File: config.mk
export PLATFORM = sky130hd
export DESIGN_NAME = ext_bus_if
export DESIGN_NICKNAME = d
export VERILOG_FILES = /design/src/pkg/ext_bus_pkg.sv /design/src/hw/ext_bus_if.sv /design/src/hw/sync2.sv /design/src/hw/addr_decoder.sv
export VERILOG_INCLUDE_DIRS = /design/src /design/src/pkg
export SDC_FILE = /design/constraint.sdc
export NUM_CORES = 1
export LEC_CHECK = 0
export BUFFER_PORTS_ARGS = -buffer_cell sky130_fd_sc_hd__buf_4
export CAP_MARGIN = 30
export CORE_MARGIN = 2
export CORE_UTILIZATION = 35
export CTS_CLUSTER_DIAMETER = 80
export DETAILED_ROUTE_END_ITERATION = 10
export PLACE_DENSITY_LB_ADDON = 0.2
export RECOVER_POWER = 100
export SLEW_MARGIN = 20
export SYNTH_ARGS = -nofsm -noshare
export SYNTH_HDL_FRONTEND = slang
export SYNTH_SLANG_ARGS = --single-unit
File: constraint.sdc
create_clock -name i_clk -period 2.01 [get_ports i_clk]
set_input_delay 0.3015 -clock i_clk [delete_from_list [all_inputs] [get_ports i_clk]]
set_output_delay 0.3015 -clock i_clk [all_outputs]
set_load 0.05 [all_outputs]
File: src/pkg/ext_bus_regs.svh
/*
 * Address map, bus figures and timing counts of the external bus interface.
 * Assumes inclusion by bare name from package and design files.
 */
`ifndef EXT_BUS_REGS_SVH
`define EXT_BUS_REGS_SVH

`define SPR_LO_BASE    20'h00000
`define SPR_LO_END     20'h003ff
`define SPR_HI_BASE    20'h0d000
`define SPR_HI_END     20'h0d7ff
`define RAM_BASE       20'h00400
`define RAM_END        20'h02bff
`define DFLASH_BASE    20'h0e000
`define DFLASH_END     20'h0ffff
`define PROM2_BASE     20'h10000
`define PROM2_END      20'h13fff
`define PROM1_BASE     20'hf0000
`define PROM1_END      20'hfffff
`define VEC_BASE       20'hfffdc
`define VEC_END        20'hfffff
`define EXT_BASE       20'h40000
`define EXT_END        20'hbffff
`define BANK_LSB       16
`define ADDR_W         20
`define XADDR_W        22
`define DATA_W         16
`define CS_NUM         4
`define ADDR_PH_NS     100
`define ADDR_PH_CYC    ((`ADDR_PH_NS + 99) / 100)
`define STROBE_NS      200
`define STROBE_CYC     ((`STROBE_NS + 99) / 100)

`endif

File: src/pkg/ext_bus_pkg.sv
/*
 * Types of the external bus interface.
 * Assumes ext_bus_regs.svh for the numbers.
 */
`include "ext_bus_regs.svh"
package ext_bus_pkg;
	typedef enum logic [3:0] {
		RGN_NONE   = 4'h0,
		RGN_SPR    = 4'h1,
		RGN_RAM    = 4'h2,
		RGN_DFLASH = 4'h3,
		RGN_PROM2  = 4'h4,
		RGN_PROM1  = 4'h5,
		RGN_VEC    = 4'h6,
		RGN_EXT    = 4'h7
	} region_t;

	typedef enum logic [4:0] {
		ST_IDLE  = 5'b00001,
		ST_ADDR  = 5'b00010,
		ST_STRB  = 5'b00100,
		ST_WAIT  = 5'b01000,
		ST_HOLD  = 5'b10000
	} bus_state_t;
endpackage : ext_bus_pkg

File: src/hw/ext_bus_if.sv
/*
 * External bus interface and address decoder of a 16-bit microcontroller.
 * Assumes a core-side request port on i_clk; wait, hold, width and mode pins are synchronised here.
 */
// Function
// Width select low gives 16-bit external data bus, high gives 8-bit.
// Board holds width select constant and low in single-chip mode.
// Mode strap low selects single-chip, high selects microprocessor mode after reset.
// Separate bus uses low data byte; upper byte only for 16-bit width.
// Drive 20-bit address on dedicated outputs zero to nineteen.
// 8-bit multiplexed bus puts address bits 0-7 on low data lines first.
// 16-bit multiplexed bus puts address bits 1-8 on low data lines first.
// Assert one of four active-low chip selects for the target area.
// Split strobes: even write, odd write, read strobes on 16-bit bus.
// Combined strobes: one write, upper byte enable, read; forced on 8-bit bus.
// Output address latch strobe for external address capture.
// Hold request unsupported; board pulls hold request input high. The code enters hold on a low hold request while i_hold_enter is set.
// Hold acknowledge driven low while bus is in hold.
// Low wait request extends bus cycle; resume once it returns high.
// Decode 1 MB space, 4 MB with area expansion.
// 40000h-BFFFFh route to external banks zero to seven.
// Special register windows 00000h-003FFh and 0D000h-0D7FFh; gaps not accessed.
// Internal RAM 00400h-02BFFh for data and stack.
// Data flash at 0E000h-0FFFFh.
// Secondary program flash at 10000h-13FFFh.
// Primary program flash 64 KB at F0000h-FFFFFh.
// Fixed vector table FFFDCh-FFFFFh inside primary flash.
`timescale 1ns/100ps
`default_nettype none
`include "ext_bus_regs.svh"
module ext_bus_if (
	// Clock and reset
	input  wire logic                    i_clk,
	input  wire logic                    i_nrst,
	// Straps and configuration
	input  wire logic                    i_bus_width_8,
	input  wire logic                    i_processor_mode_strap,
	input  wire logic                    i_multiplexed,
	input  wire logic                    i_combined_strobes,
	input  wire logic                    i_area_expand,
	input  wire logic                    i_hold_enter,
	// Core request
	input  wire logic                    i_req,
	input  wire logic                    i_we,
	input  wire logic [`XADDR_W-1:0]     i_addr,
	input  wire logic [`DATA_W-1:0]      i_wdata,
	output logic                         o_ack,
	output logic [`DATA_W-1:0]           o_rdata,
	output ext_bus_pkg::region_t         o_region,
	output logic                         o_vector,
	output logic                         o_single_chip,
	// External bus pins
	output logic [`ADDR_W-1:0]           o_addr,
	input  wire logic [`DATA_W-1:0]      i_data,
	output logic [`DATA_W-1:0]           o_data,
	output logic [1:0]                   o_data_oe,
	output logic [`CS_NUM-1:0]           o_chip_select_n,
	output logic                         o_write_strobe_even_n,
	output logic                         o_write_strobe_odd_n,
	output logic                         o_read_strobe_n,
	output logic                         o_addr_latch,
	input  wire logic                    i_wait_request_n,
	input  wire logic                    i_hold_request_n,
	output logic                         o_hold_acknowledge_n
);
	import ext_bus_pkg::*;

	localparam logic [1:0] ADDR_CNT = 2'(`ADDR_PH_CYC);
	localparam logic [1:0] STRB_CNT = 2'(`STROBE_CYC);

	logic       wait_n_s;
	logic       hold_n_s;
	logic       width8_s;
	logic       strap_s;
	region_t    dec_region;
	logic [2:0] dec_bank;
	logic       dec_vec;

	bus_state_t              st_q, st_d;
	logic [1:0]              cnt_q, cnt_d;
	logic                    single_q, single_d;
	logic [1:0]              cfg_q, cfg_d;
	logic [`ADDR_W-1:0]      addr_q, addr_d;
	logic [`DATA_W-1:0]      dout_q, dout_d;
	logic [1:0]              oe_q, oe_d;
	logic [`DATA_W-1:0]      rdata_q, rdata_d;
	logic [`CS_NUM-1:0]      cs_n_q, cs_n_d;
	logic                    wre_n_q, wre_n_d;
	logic                    wro_n_q, wro_n_d;
	logic                    rd_n_q, rd_n_d;
	logic                    ale_q, ale_d;
	logic                    hold_acknowledge_n_n_q, hold_acknowledge_n_n_d;
	logic                    ack_q, ack_d;
	logic                    we_q, we_d;
	logic                    w8, comb, odd;
	logic                    strb_rd_n, strb_wre_n, strb_wro_n;

	// Wait, hold, width and mode pin inputs pass two flip-flops first; the data pins are sampled directly
	sync2 #(.RST_VAL(1'b1)) u_sync_wait (.i_clk(i_clk), .i_nrst(i_nrst), .i_d(i_wait_request_n), .o_q(wait_n_s));
	sync2 #(.RST_VAL(1'b1)) u_sync_hold (.i_clk(i_clk), .i_nrst(i_nrst), .i_d(i_hold_request_n), .o_q(hold_n_s));
	sync2 #(.RST_VAL(1'b0)) u_sync_wid  (.i_clk(i_clk), .i_nrst(i_nrst), .i_d(i_bus_width_8), .o_q(width8_s));
	sync2 #(.RST_VAL(1'b0)) u_sync_mode (.i_clk(i_clk), .i_nrst(i_nrst), .i_d(i_processor_mode_strap), .o_q(strap_s));

	addr_decoder u_dec (
		.i_addr        (i_addr),
		.i_area_expand (i_area_expand),
		.i_single_chip (single_q),
		.o_region      (dec_region),
		.o_bank        (dec_bank),
		.o_vector      (dec_vec)
	);

	// Width and strobe scheme; the board keeps the width select fixed
	assign w8   = width8_s;                   // see R1
	assign comb = i_combined_strobes || w8;
	assign odd  = addr_q[0];

	// Strobe levels of the data phase; the byte enable follows address parity
	assign strb_rd_n  = we_q;
	assign strb_wre_n = !we_q || (!comb && odd);
	assign strb_wro_n = comb ? !odd : !(we_q && odd);

	// Bus cycle sequencer and pin drive
	always_comb begin
		st_d       = st_q;
		cnt_d      = cnt_q;
		single_d   = single_q;
		cfg_d      = (cfg_q == 2'h3) ? cfg_q : cfg_q + 2'h1;
		addr_d     = addr_q;
		dout_d     = dout_q;
		oe_d       = oe_q;
		rdata_d    = rdata_q;
		cs_n_d     = cs_n_q;
		wre_n_d    = 1'b1;
		wro_n_d    = 1'b1;
		rd_n_d     = 1'b1;
		ale_d      = 1'b0;
		hold_acknowledge_n_n_d   = 1'b1;
		ack_d      = 1'b0;
		we_d       = we_q;
		// Mode strap caught once, after its synchroniser has settled
		if (cfg_q == 2'h2) begin
			single_d = !strap_s;
		end
		case (st_q)
			ST_IDLE: begin
				cs_n_d = {`CS_NUM{1'b1}};
				oe_d   = 2'b00;
				if (i_hold_enter && !hold_n_s) begin
					st_d     = ST_HOLD;
					hold_acknowledge_n_n_d = 1'b0;    // Acknowledge stands with the hold state
				end else if (i_req && (cfg_q == 2'h3) && !ack_q) begin
					if (dec_region == RGN_EXT) begin
						st_d           = ST_ADDR;
						cnt_d          = ADDR_CNT;
						we_d           = i_we;
						addr_d         = i_addr[`ADDR_W-1:0];
						cs_n_d         = {`CS_NUM{1'b1}};
						cs_n_d[dec_bank[1:0]] = 1'b0;
						ale_d          = 1'b1;
						if (i_multiplexed) begin
							oe_d   = 2'b01;
							dout_d = w8 ? {8'h00, i_addr[7:0]} : {8'h00, i_addr[8:1]}; // see R6
						end else begin
							oe_d   = 2'b00;
							dout_d = i_wdata;
						end
					end else begin
						ack_d = 1'b1; // Internal regions answer at once
					end
				end
			end
			ST_ADDR: begin
				cnt_d = cnt_q - 2'h1;
				if (cnt_q == 2'h1) begin
					st_d  = ST_STRB;
					cnt_d = STRB_CNT;
					dout_d = w8 ? {8'h00, (odd ? i_wdata[15:8] : i_wdata[7:0])} : i_wdata;
					oe_d   = !we_q ? 2'b00 : (w8 ? 2'b01 : 2'b11);
					rd_n_d  = strb_rd_n; // Strobe opens with the data phase
					wre_n_d = strb_wre_n;
					wro_n_d = strb_wro_n;
				end
			end
			ST_STRB, ST_WAIT: begin
				rd_n_d  = strb_rd_n;
				wre_n_d = strb_wre_n;
				wro_n_d = strb_wro_n;
				if (!wait_n_s) begin
					st_d = ST_WAIT;
				end else if (cnt_q > 2'h1) begin
					st_d  = ST_STRB;
					cnt_d = cnt_q - 2'h1;
				end else begin
					rd_n_d  = 1'b1;
					wre_n_d = 1'b1;
					wro_n_d = 1'b1;
					ack_d   = 1'b1;
					st_d    = ST_IDLE;
					cs_n_d  = {`CS_NUM{1'b1}};
					oe_d    = 2'b00;
					if (!we_q) begin
						rdata_d = w8 ? {8'h00, i_data[7:0]} : i_data;
					end
				end
			end
			ST_HOLD: begin
				hold_acknowledge_n_n_d = 1'b0;
				oe_d     = 2'b00;
				if (hold_n_s || !i_hold_enter) begin
					st_d     = ST_IDLE;
					hold_acknowledge_n_n_d = 1'b1;
				end
			end
			default: st_d = ST_IDLE;
		endcase
	end

	// State registers
	always_ff @(posedge i_clk or negedge i_nrst) begin
		if (!i_nrst) begin
			st_q       <= ST_IDLE;
			cnt_q      <= 2'h0;
			single_q   <= 1'b1;
			cfg_q      <= 2'h0;
			addr_q     <= '0;
			dout_q     <= '0;
			oe_q       <= 2'b00;
			rdata_q    <= '0;
			cs_n_q     <= {`CS_NUM{1'b1}};
			wre_n_q    <= 1'b1;
			wro_n_q    <= 1'b1;
			rd_n_q     <= 1'b1;
			ale_q      <= 1'b0;
			hold_acknowledge_n_n_q   <= 1'b1;
			ack_q      <= 1'b0;
			we_q       <= 1'b0;
		end else begin
			st_q       <= st_d;
			cnt_q      <= cnt_d;
			single_q   <= single_d;
			cfg_q      <= cfg_d;
			addr_q     <= addr_d;
			dout_q     <= dout_d;
			oe_q       <= oe_d;
			rdata_q    <= rdata_d;
			cs_n_q     <= cs_n_d;
			wre_n_q    <= wre_n_d;
			wro_n_q    <= wro_n_d;
			rd_n_q     <= rd_n_d;
			ale_q      <= ale_d;
			hold_acknowledge_n_n_q   <= hold_acknowledge_n_n_d;
			ack_q      <= ack_d;
			we_q       <= we_d;
		end
	end

	// Outputs
	assign o_ack                 = ack_q;
	assign o_rdata               = rdata_q;
	assign o_region              = dec_region;
	assign o_vector              = dec_vec;
	assign o_single_chip         = single_q;
	assign o_addr                = addr_q;
	assign o_data                = dout_q;
	assign o_data_oe             = oe_q;
	assign o_chip_select_n       = cs_n_q;
	assign o_write_strobe_even_n = wre_n_q;
	assign o_write_strobe_odd_n  = wro_n_q;
	assign o_read_strobe_n       = rd_n_q;
	assign o_addr_latch          = ale_q;
	assign o_hold_acknowledge_n  = hold_acknowledge_n_n_q;

	// Assertions
	property p_width_upper;
		@(posedge i_clk) disable iff (!i_nrst) w8 |-> !o_data_oe[1];
	endproperty
	a_width_upper: assert property (p_width_upper) else $error("upper byte driven on 8-bit bus");

	property p_one_cs;
		@(posedge i_clk) disable iff (!i_nrst) $onehot0(~o_chip_select_n);
	endproperty
	a_one_cs: assert property (p_one_cs) else $error("more than one chip select");

	property p_ale_then_strobe;
		@(posedge i_clk) disable iff (!i_nrst) $rose(o_addr_latch) |=>
			(!o_addr_latch && st_q == ST_STRB && !(o_read_strobe_n && o_write_strobe_even_n && o_write_strobe_odd_n));
	endproperty
	a_ale_then_strobe: assert property (p_ale_then_strobe) else $error("strobe not after address phase");

	property p_wait_hold;
		@(posedge i_clk) disable iff (!i_nrst) (st_q == ST_WAIT && !wait_n_s) |=> !o_ack;
	endproperty
	a_wait_hold: assert property (p_wait_hold) else $error("cycle ended while waiting");

	property p_hold_acknowledge_n;
		@(posedge i_clk) disable iff (!i_nrst) (st_q == ST_HOLD) |-> !o_hold_acknowledge_n;
	endproperty
	a_hold_acknowledge_n: assert property (p_hold_acknowledge_n) else $error("hold without acknowledge");

	property p_comb_8;
		@(posedge i_clk) disable iff (!i_nrst)
			(comb && !(o_read_strobe_n && o_write_strobe_even_n)) |-> (o_write_strobe_odd_n == !o_addr[0]);
	endproperty
	a_comb_8: assert property (p_comb_8) else $error("byte enable not following address parity");

	property p_split_excl;
		@(posedge i_clk) disable iff (!i_nrst) !comb |-> (o_write_strobe_even_n || o_write_strobe_odd_n);
	endproperty
	a_split_excl: assert property (p_split_excl) else $error("both write strobes low");

	property p_ram_map;
		@(posedge i_clk) disable iff (!i_nrst)
			(i_addr == 22'h002bff) |-> (o_region == RGN_RAM);
	endproperty
	a_ram_map: assert property (p_ram_map) else $error("RAM top misdecoded");

	property p_vec_map;
		@(posedge i_clk) disable iff (!i_nrst) (i_addr == 22'h0fffdc) |-> o_vector;
	endproperty
	a_vec_map: assert property (p_vec_map) else $error("vector misdecoded");

	c_ext_read:  cover property (@(posedge i_clk) disable iff (!i_nrst) !o_read_strobe_n ##[1:20] o_ack);
	c_ext_write: cover property (@(posedge i_clk) disable iff (!i_nrst) !o_write_strobe_even_n ##[1:20] o_ack);
	c_waited:    cover property (@(posedge i_clk) disable iff (!i_nrst) st_q == ST_WAIT ##1 o_ack);
	c_hold:      cover property (@(posedge i_clk) disable iff (!i_nrst) !o_hold_acknowledge_n);
endmodule : ext_bus_if
`default_nettype wire

File: src/hw/sync2.sv
/*
 * Two flip-flop synchroniser for a level from a pin.
 * Assumes one clock and active-low asynchronous reset.
 */
`timescale 1ns/100ps
`default_nettype none
module sync2 #(
	parameter logic RST_VAL = 1'b1
) (
	// Clock and reset
	input  wire logic i_clk,
	input  wire logic i_nrst,
	// Level
	input  wire logic i_d,
	output logic      o_q
);
	logic meta_q;
	logic meta_d;
	logic out_q;
	logic out_d;

	// Next values
	always_comb begin
		meta_d = i_d;
		out_d  = meta_q;
	end

	// Two stages, only the second is read outside
	always_ff @(posedge i_clk or negedge i_nrst) begin
		if (!i_nrst) begin
			meta_q <= RST_VAL;
			out_q  <= RST_VAL;
		end else begin
			meta_q <= meta_d;
			out_q  <= out_d;
		end
	end

	assign o_q = out_q;
endmodule : sync2
`default_nettype wire

File: src/hw/addr_decoder.sv
/*
 * Combinational decode of a 22-bit address into internal regions and banks.
 * Assumes the address is stable while the requester holds its request.
 */
`timescale 1ns/100ps
`default_nettype none
`include "ext_bus_regs.svh"
module addr_decoder (
	// Address in
	input  wire logic [`XADDR_W-1:0] i_addr,
	input  wire logic                i_area_expand,
	input  wire logic                i_single_chip,
	// Decode out
	output ext_bus_pkg::region_t     o_region,
	output logic [2:0]               o_bank,
	output logic                     o_vector
);
	import ext_bus_pkg::*;
	logic [`ADDR_W-1:0] a;
	logic               hi_zero;

	// Upper bits only count when the area is expanded to 4 MB
	assign a       = i_addr[`ADDR_W-1:0];
	assign hi_zero = !i_area_expand || (i_addr[`XADDR_W-1:`ADDR_W] == 2'h0);

	// Region priority: expanded area above 1 MB, then vectors inside program flash 1, then disjoint ranges
	always_comb begin
		o_region = RGN_NONE;
		o_vector = 1'b0;
		o_bank   = 3'h0;
		if (!hi_zero) begin
			o_region = i_single_chip ? RGN_NONE : RGN_EXT;
			o_bank   = i_addr[`BANK_LSB+2:`BANK_LSB];
		end else if (a >= `VEC_BASE) begin
			o_region = RGN_VEC;
			o_vector = 1'b1;
		end else if (a >= `PROM1_BASE) begin
			o_region = RGN_PROM1;
		end else if (a <= `SPR_LO_END || (a >= `SPR_HI_BASE && a <= `SPR_HI_END)) begin
			o_region = RGN_SPR;
		end else if (a >= `RAM_BASE && a <= `RAM_END) begin
			o_region = RGN_RAM;
		end else if (a >= `DFLASH_BASE && a <= `DFLASH_END) begin
			o_region = RGN_DFLASH;
		end else if (a >= `PROM2_BASE && a <= `PROM2_END) begin
			o_region = RGN_PROM2;
		end else if (a >= `EXT_BASE && a <= `EXT_END && !i_single_chip) begin
			o_region = RGN_EXT;
			o_bank   = 3'(a[`ADDR_W-1:`BANK_LSB] - 4'h4);
		end
	end
endmodule : addr_decoder
`default_nettype wire

==> flow_summary.ini <==
[setup_path]
crit_arrival_ns = 2.36
r2r_start = st_q[2]
crit_required_ns = 2.28
slowest_stage = or4_4
crit_type = reg2reg
cp_num_buf_inv = 1
path_max_fanout = 5
crit_path_start = st_q[2]
path_delay_family = simple AND/OR/NAND/NOR gates
start_kind = flop
reg2reg_setup_slack_ns = -0.08
max_stage_delay_ns = 0.46
endpoint_kind = flop
crit_chain = buf_6 > xnor2_4 > or4_4 > o311ai_4 > or4b_1 > a31oi_1

[layout]
instances_no_fill = 733
drive_gt1_frac = 0.369
diodes = 0
fin_nets = 658
nFillCells = 1045
layout_common_cells = buf_4 (125), nand2_1 (75), clkbuf_1 (69)
mostFrequentLayoutCell = buf_4
area_growth_pct = 45.5
finalInstanceArea_sq_mm = 0.00573

[floorplan]
initial_core_util = 0.362
fp.dieH_microns = 110
num_rows = 38
fp.dieArea_sq_mm = 0.0121
fp.coreArea_sq_mm = 0.0109
fp.dieW_microns = 110
io_pins = 136

[power]
ir_drop_mv = 0.689
switchingPower_mw = 4.13
pwr_density_cell_mw_per_mm2 = 1440
power.internal_mw = 4.14
leakage_nw = 2.67
netSwitchingFraction = 0.499
p_comb_frac = 0.532
pwr-share-seq = 0.328
clockPowerShare = 0.141

[yosys]
synth.area.top_cells = dfrtp_1 (44%), dfstp_2 (9.3%), nand2_1 (7.1%)
synth_flop_cell = dfrtp_1
synth_top_cell_by_area = dfrtp_1
ys_warn_count = 0
synthCells = 379
synth_fp_nets = 449
ys_seq_area_frac = 0.532
ys_seq_elements = 83
synthArstFlopShare = 1.00
synth_top_area_share = 0.439
syn_area_sq_mm = 0.00394
synth_cell_type_count = 55
syn-mean-instance-area_sq_um = 10.4
synth_edf_count = 0

[placement]
numPlacedInstances = 703
placed_cell_area_sq_mm = 0.00558
portBuffers = 134
dp_hpwl_microns = 8050
place.gp.congestion = 0.811

[run]
maxCapViolCount = 0

[sta]
tightest_slew_ns = 1.04
layout_min_cycle_time_ns = 2.09
worst_slack_ns = -0.0783
setup_tns_ns = -0.227
period_share = 1.04
fmax_mhz = 479
drv_slew = 0
grt_setup_unrepaired = true
hold_viol = 0
slew_headroom = 0.303
fin_skew_ns = 0.00476
setup_viol = 6

[grt]
grtUsageTotal = 0.187
grt_pass1_wl_microns = 17300
grt_max_degree = 43
grt_pass1_vias = 3558
overflow = 0
antenna_found_initial = 0

[drt]
routedWlPerCell_microns = 15.3
drtIter0Drc = 138
antenna_left = 0
routed_wirelength_microns = 11200
firstDrtPassIters = 4
viasPerCell = 4.90
via_count = 3589
drc = 0

[clocking]
cts-htree-levels = 3
cts_tree = done
path_clk_slew_ns = 0.08
numClockSinks = 83
cts_root_buf = clkbuf_8
insertion_delay_ns = 0.35
cts_buffer_depth = 2
cts_inserted_buffers = 9

[hold_path]
holdCritPathClass = in2reg
min_from = i_hold_request_n

[run_status]
status = finished with violations
violations = setup timing
cell families (layout without fill, tap and decap cells):
family          Yosys count  count (layout)  synth area share
compound gates           67              67             0.123
xor+xnor                  3               3           0.00667
fa+ha+maj                 4               4            0.0127
buf+inv                  37             247            0.0400
flops                    83              83             0.532
mux                      39              39             0.106
other cells               1               1          0.000952
simple gates            145             149             0.179
per-layer routing:
| layer | vias to the layer above | wire length (microns) | GRT usage |
|---|---|---|---|
| met4 | 0 | 151 | 0.0814 |
| li1 | 1758 | - | - |
| met2 | 108 | 5200 | 0.291 |
| met5 | - | 0 | 0 |
| met3 | 14 | 743 | 0.0400 |
| met1 | 1709 | 5100 | 0.251 |
worst register-to-register path: stages (launching register included):
cell	delay, ns
dfrtp_1	0.42
buf_6	0.15
xnor2_4	0.12
or4_4	0.46
o311ai_4	0.24
or4b_1	0.46
a31oi_1	0.17
metrics by stage:
step / util / hold WS (ns) / worst slack [ns] / total power [mW]
global placement: 0.512 / 0.325 / -0.304 / 7.40
finish: 0.526 / 0.0593 / -0.0783 / 8.27
detailed placement: 0.512 / 0.331 / -0.387 / 7.48
CTS: 0.543 / 0.0372 / -0.103 / 8.75
global route: 0.526 / 0.0317 / -0.139 / 8.74
floorplan: - / 0.00591 / -0.120 / 5.82
cells in the mapped netlist (2+ instances only):
cell type,count
o211ai_1,2
inv_1,24
dfrtp_1,69
o311ai_0,2
o31ai_1,3
o22ai_1,2
o21ai_0,16
nor4_1,3
clkbuf_1,3
a21oi_1,7
mux2_2,23
nand3b_1,2
ha_1,4
o21ai_2,2
buf_2,6
buf_1,2
nor2_1,19
a31oi_1,6
and4_1,2
nor2b_1,5
a21o_1,3
nand3_1,6
xnor2_1,3
dfstp_2,14
nand2b_1,11
nor3b_1,2
nor3_1,4
or4_1,2
mux2i_1,16
o221ai_1,16
nand2_1,75
nand4bb_1,2
area by class of cell:
class | count | area (sq um) | area share
clock buffers | 15 | 186 | 0.0325
clock inverters | 1 | 5.00 | 0.000873
inverters | 24 | 90.1 | 0.0157
multi-input cells | 263 | 1830 | 0.319
flip-flops and latches | 83 | 2100 | 0.366
well taps | 140 | 175 | 0.0306
repair buffers | 207 | 1350 | 0.236
flip-flops by register name (all words and copies together) (netlist names), 2 cells and up:
register / flops
o_rdata: 16
o_data_oe: 2
o_chip_select_n: 4
st_q: 5
cnt_q: 2
cfg_q: 2
o_data: 16
o_addr: 20
power groups by stage:
| stage | Clock [mW] | Sequential, mW | Combinational, mW |
|---|---|---|---|
| after floorplan | 0 | 4.67 | 1.15 |
| after global placement | 0 | 2.71 | 4.69 |
| after detailed placement | 0 | 2.74 | 4.74 |
| final | 1.16 | 2.71 | 4.39 |
| after CTS | 1.20 | 2.72 | 4.84 |
| after global routing | 1.29 | 2.79 | 4.66 |
what timing repair did:
| item | CTS | global route |
|---|---|---|
| hold buffers | 1 | 0 |
| hold endpoints to repair | 37 | 0 |
| resized for setup | 14 | 14 |
| gates cloned | 1 | 3 |
| pin swaps | 23 | 13 |
| setup endpoints to repair | 61 | 58 |
| setup buffers | 8 | 3 |
final timing paths:
kind / endpoint / depth (start not counted)
max reg2reg: cnt_q[1] / 6
min in group asynchronous: o_data[2] / 2
max in group asynchronous: u_sync_hold.meta_q / 3
min reg2reg: u_sync_wid.o_q / 0
min: u_sync_hold.meta_q / 1
max: cnt_q[1] / 6
No activity file was read; power rests on OpenSTA's default activity.
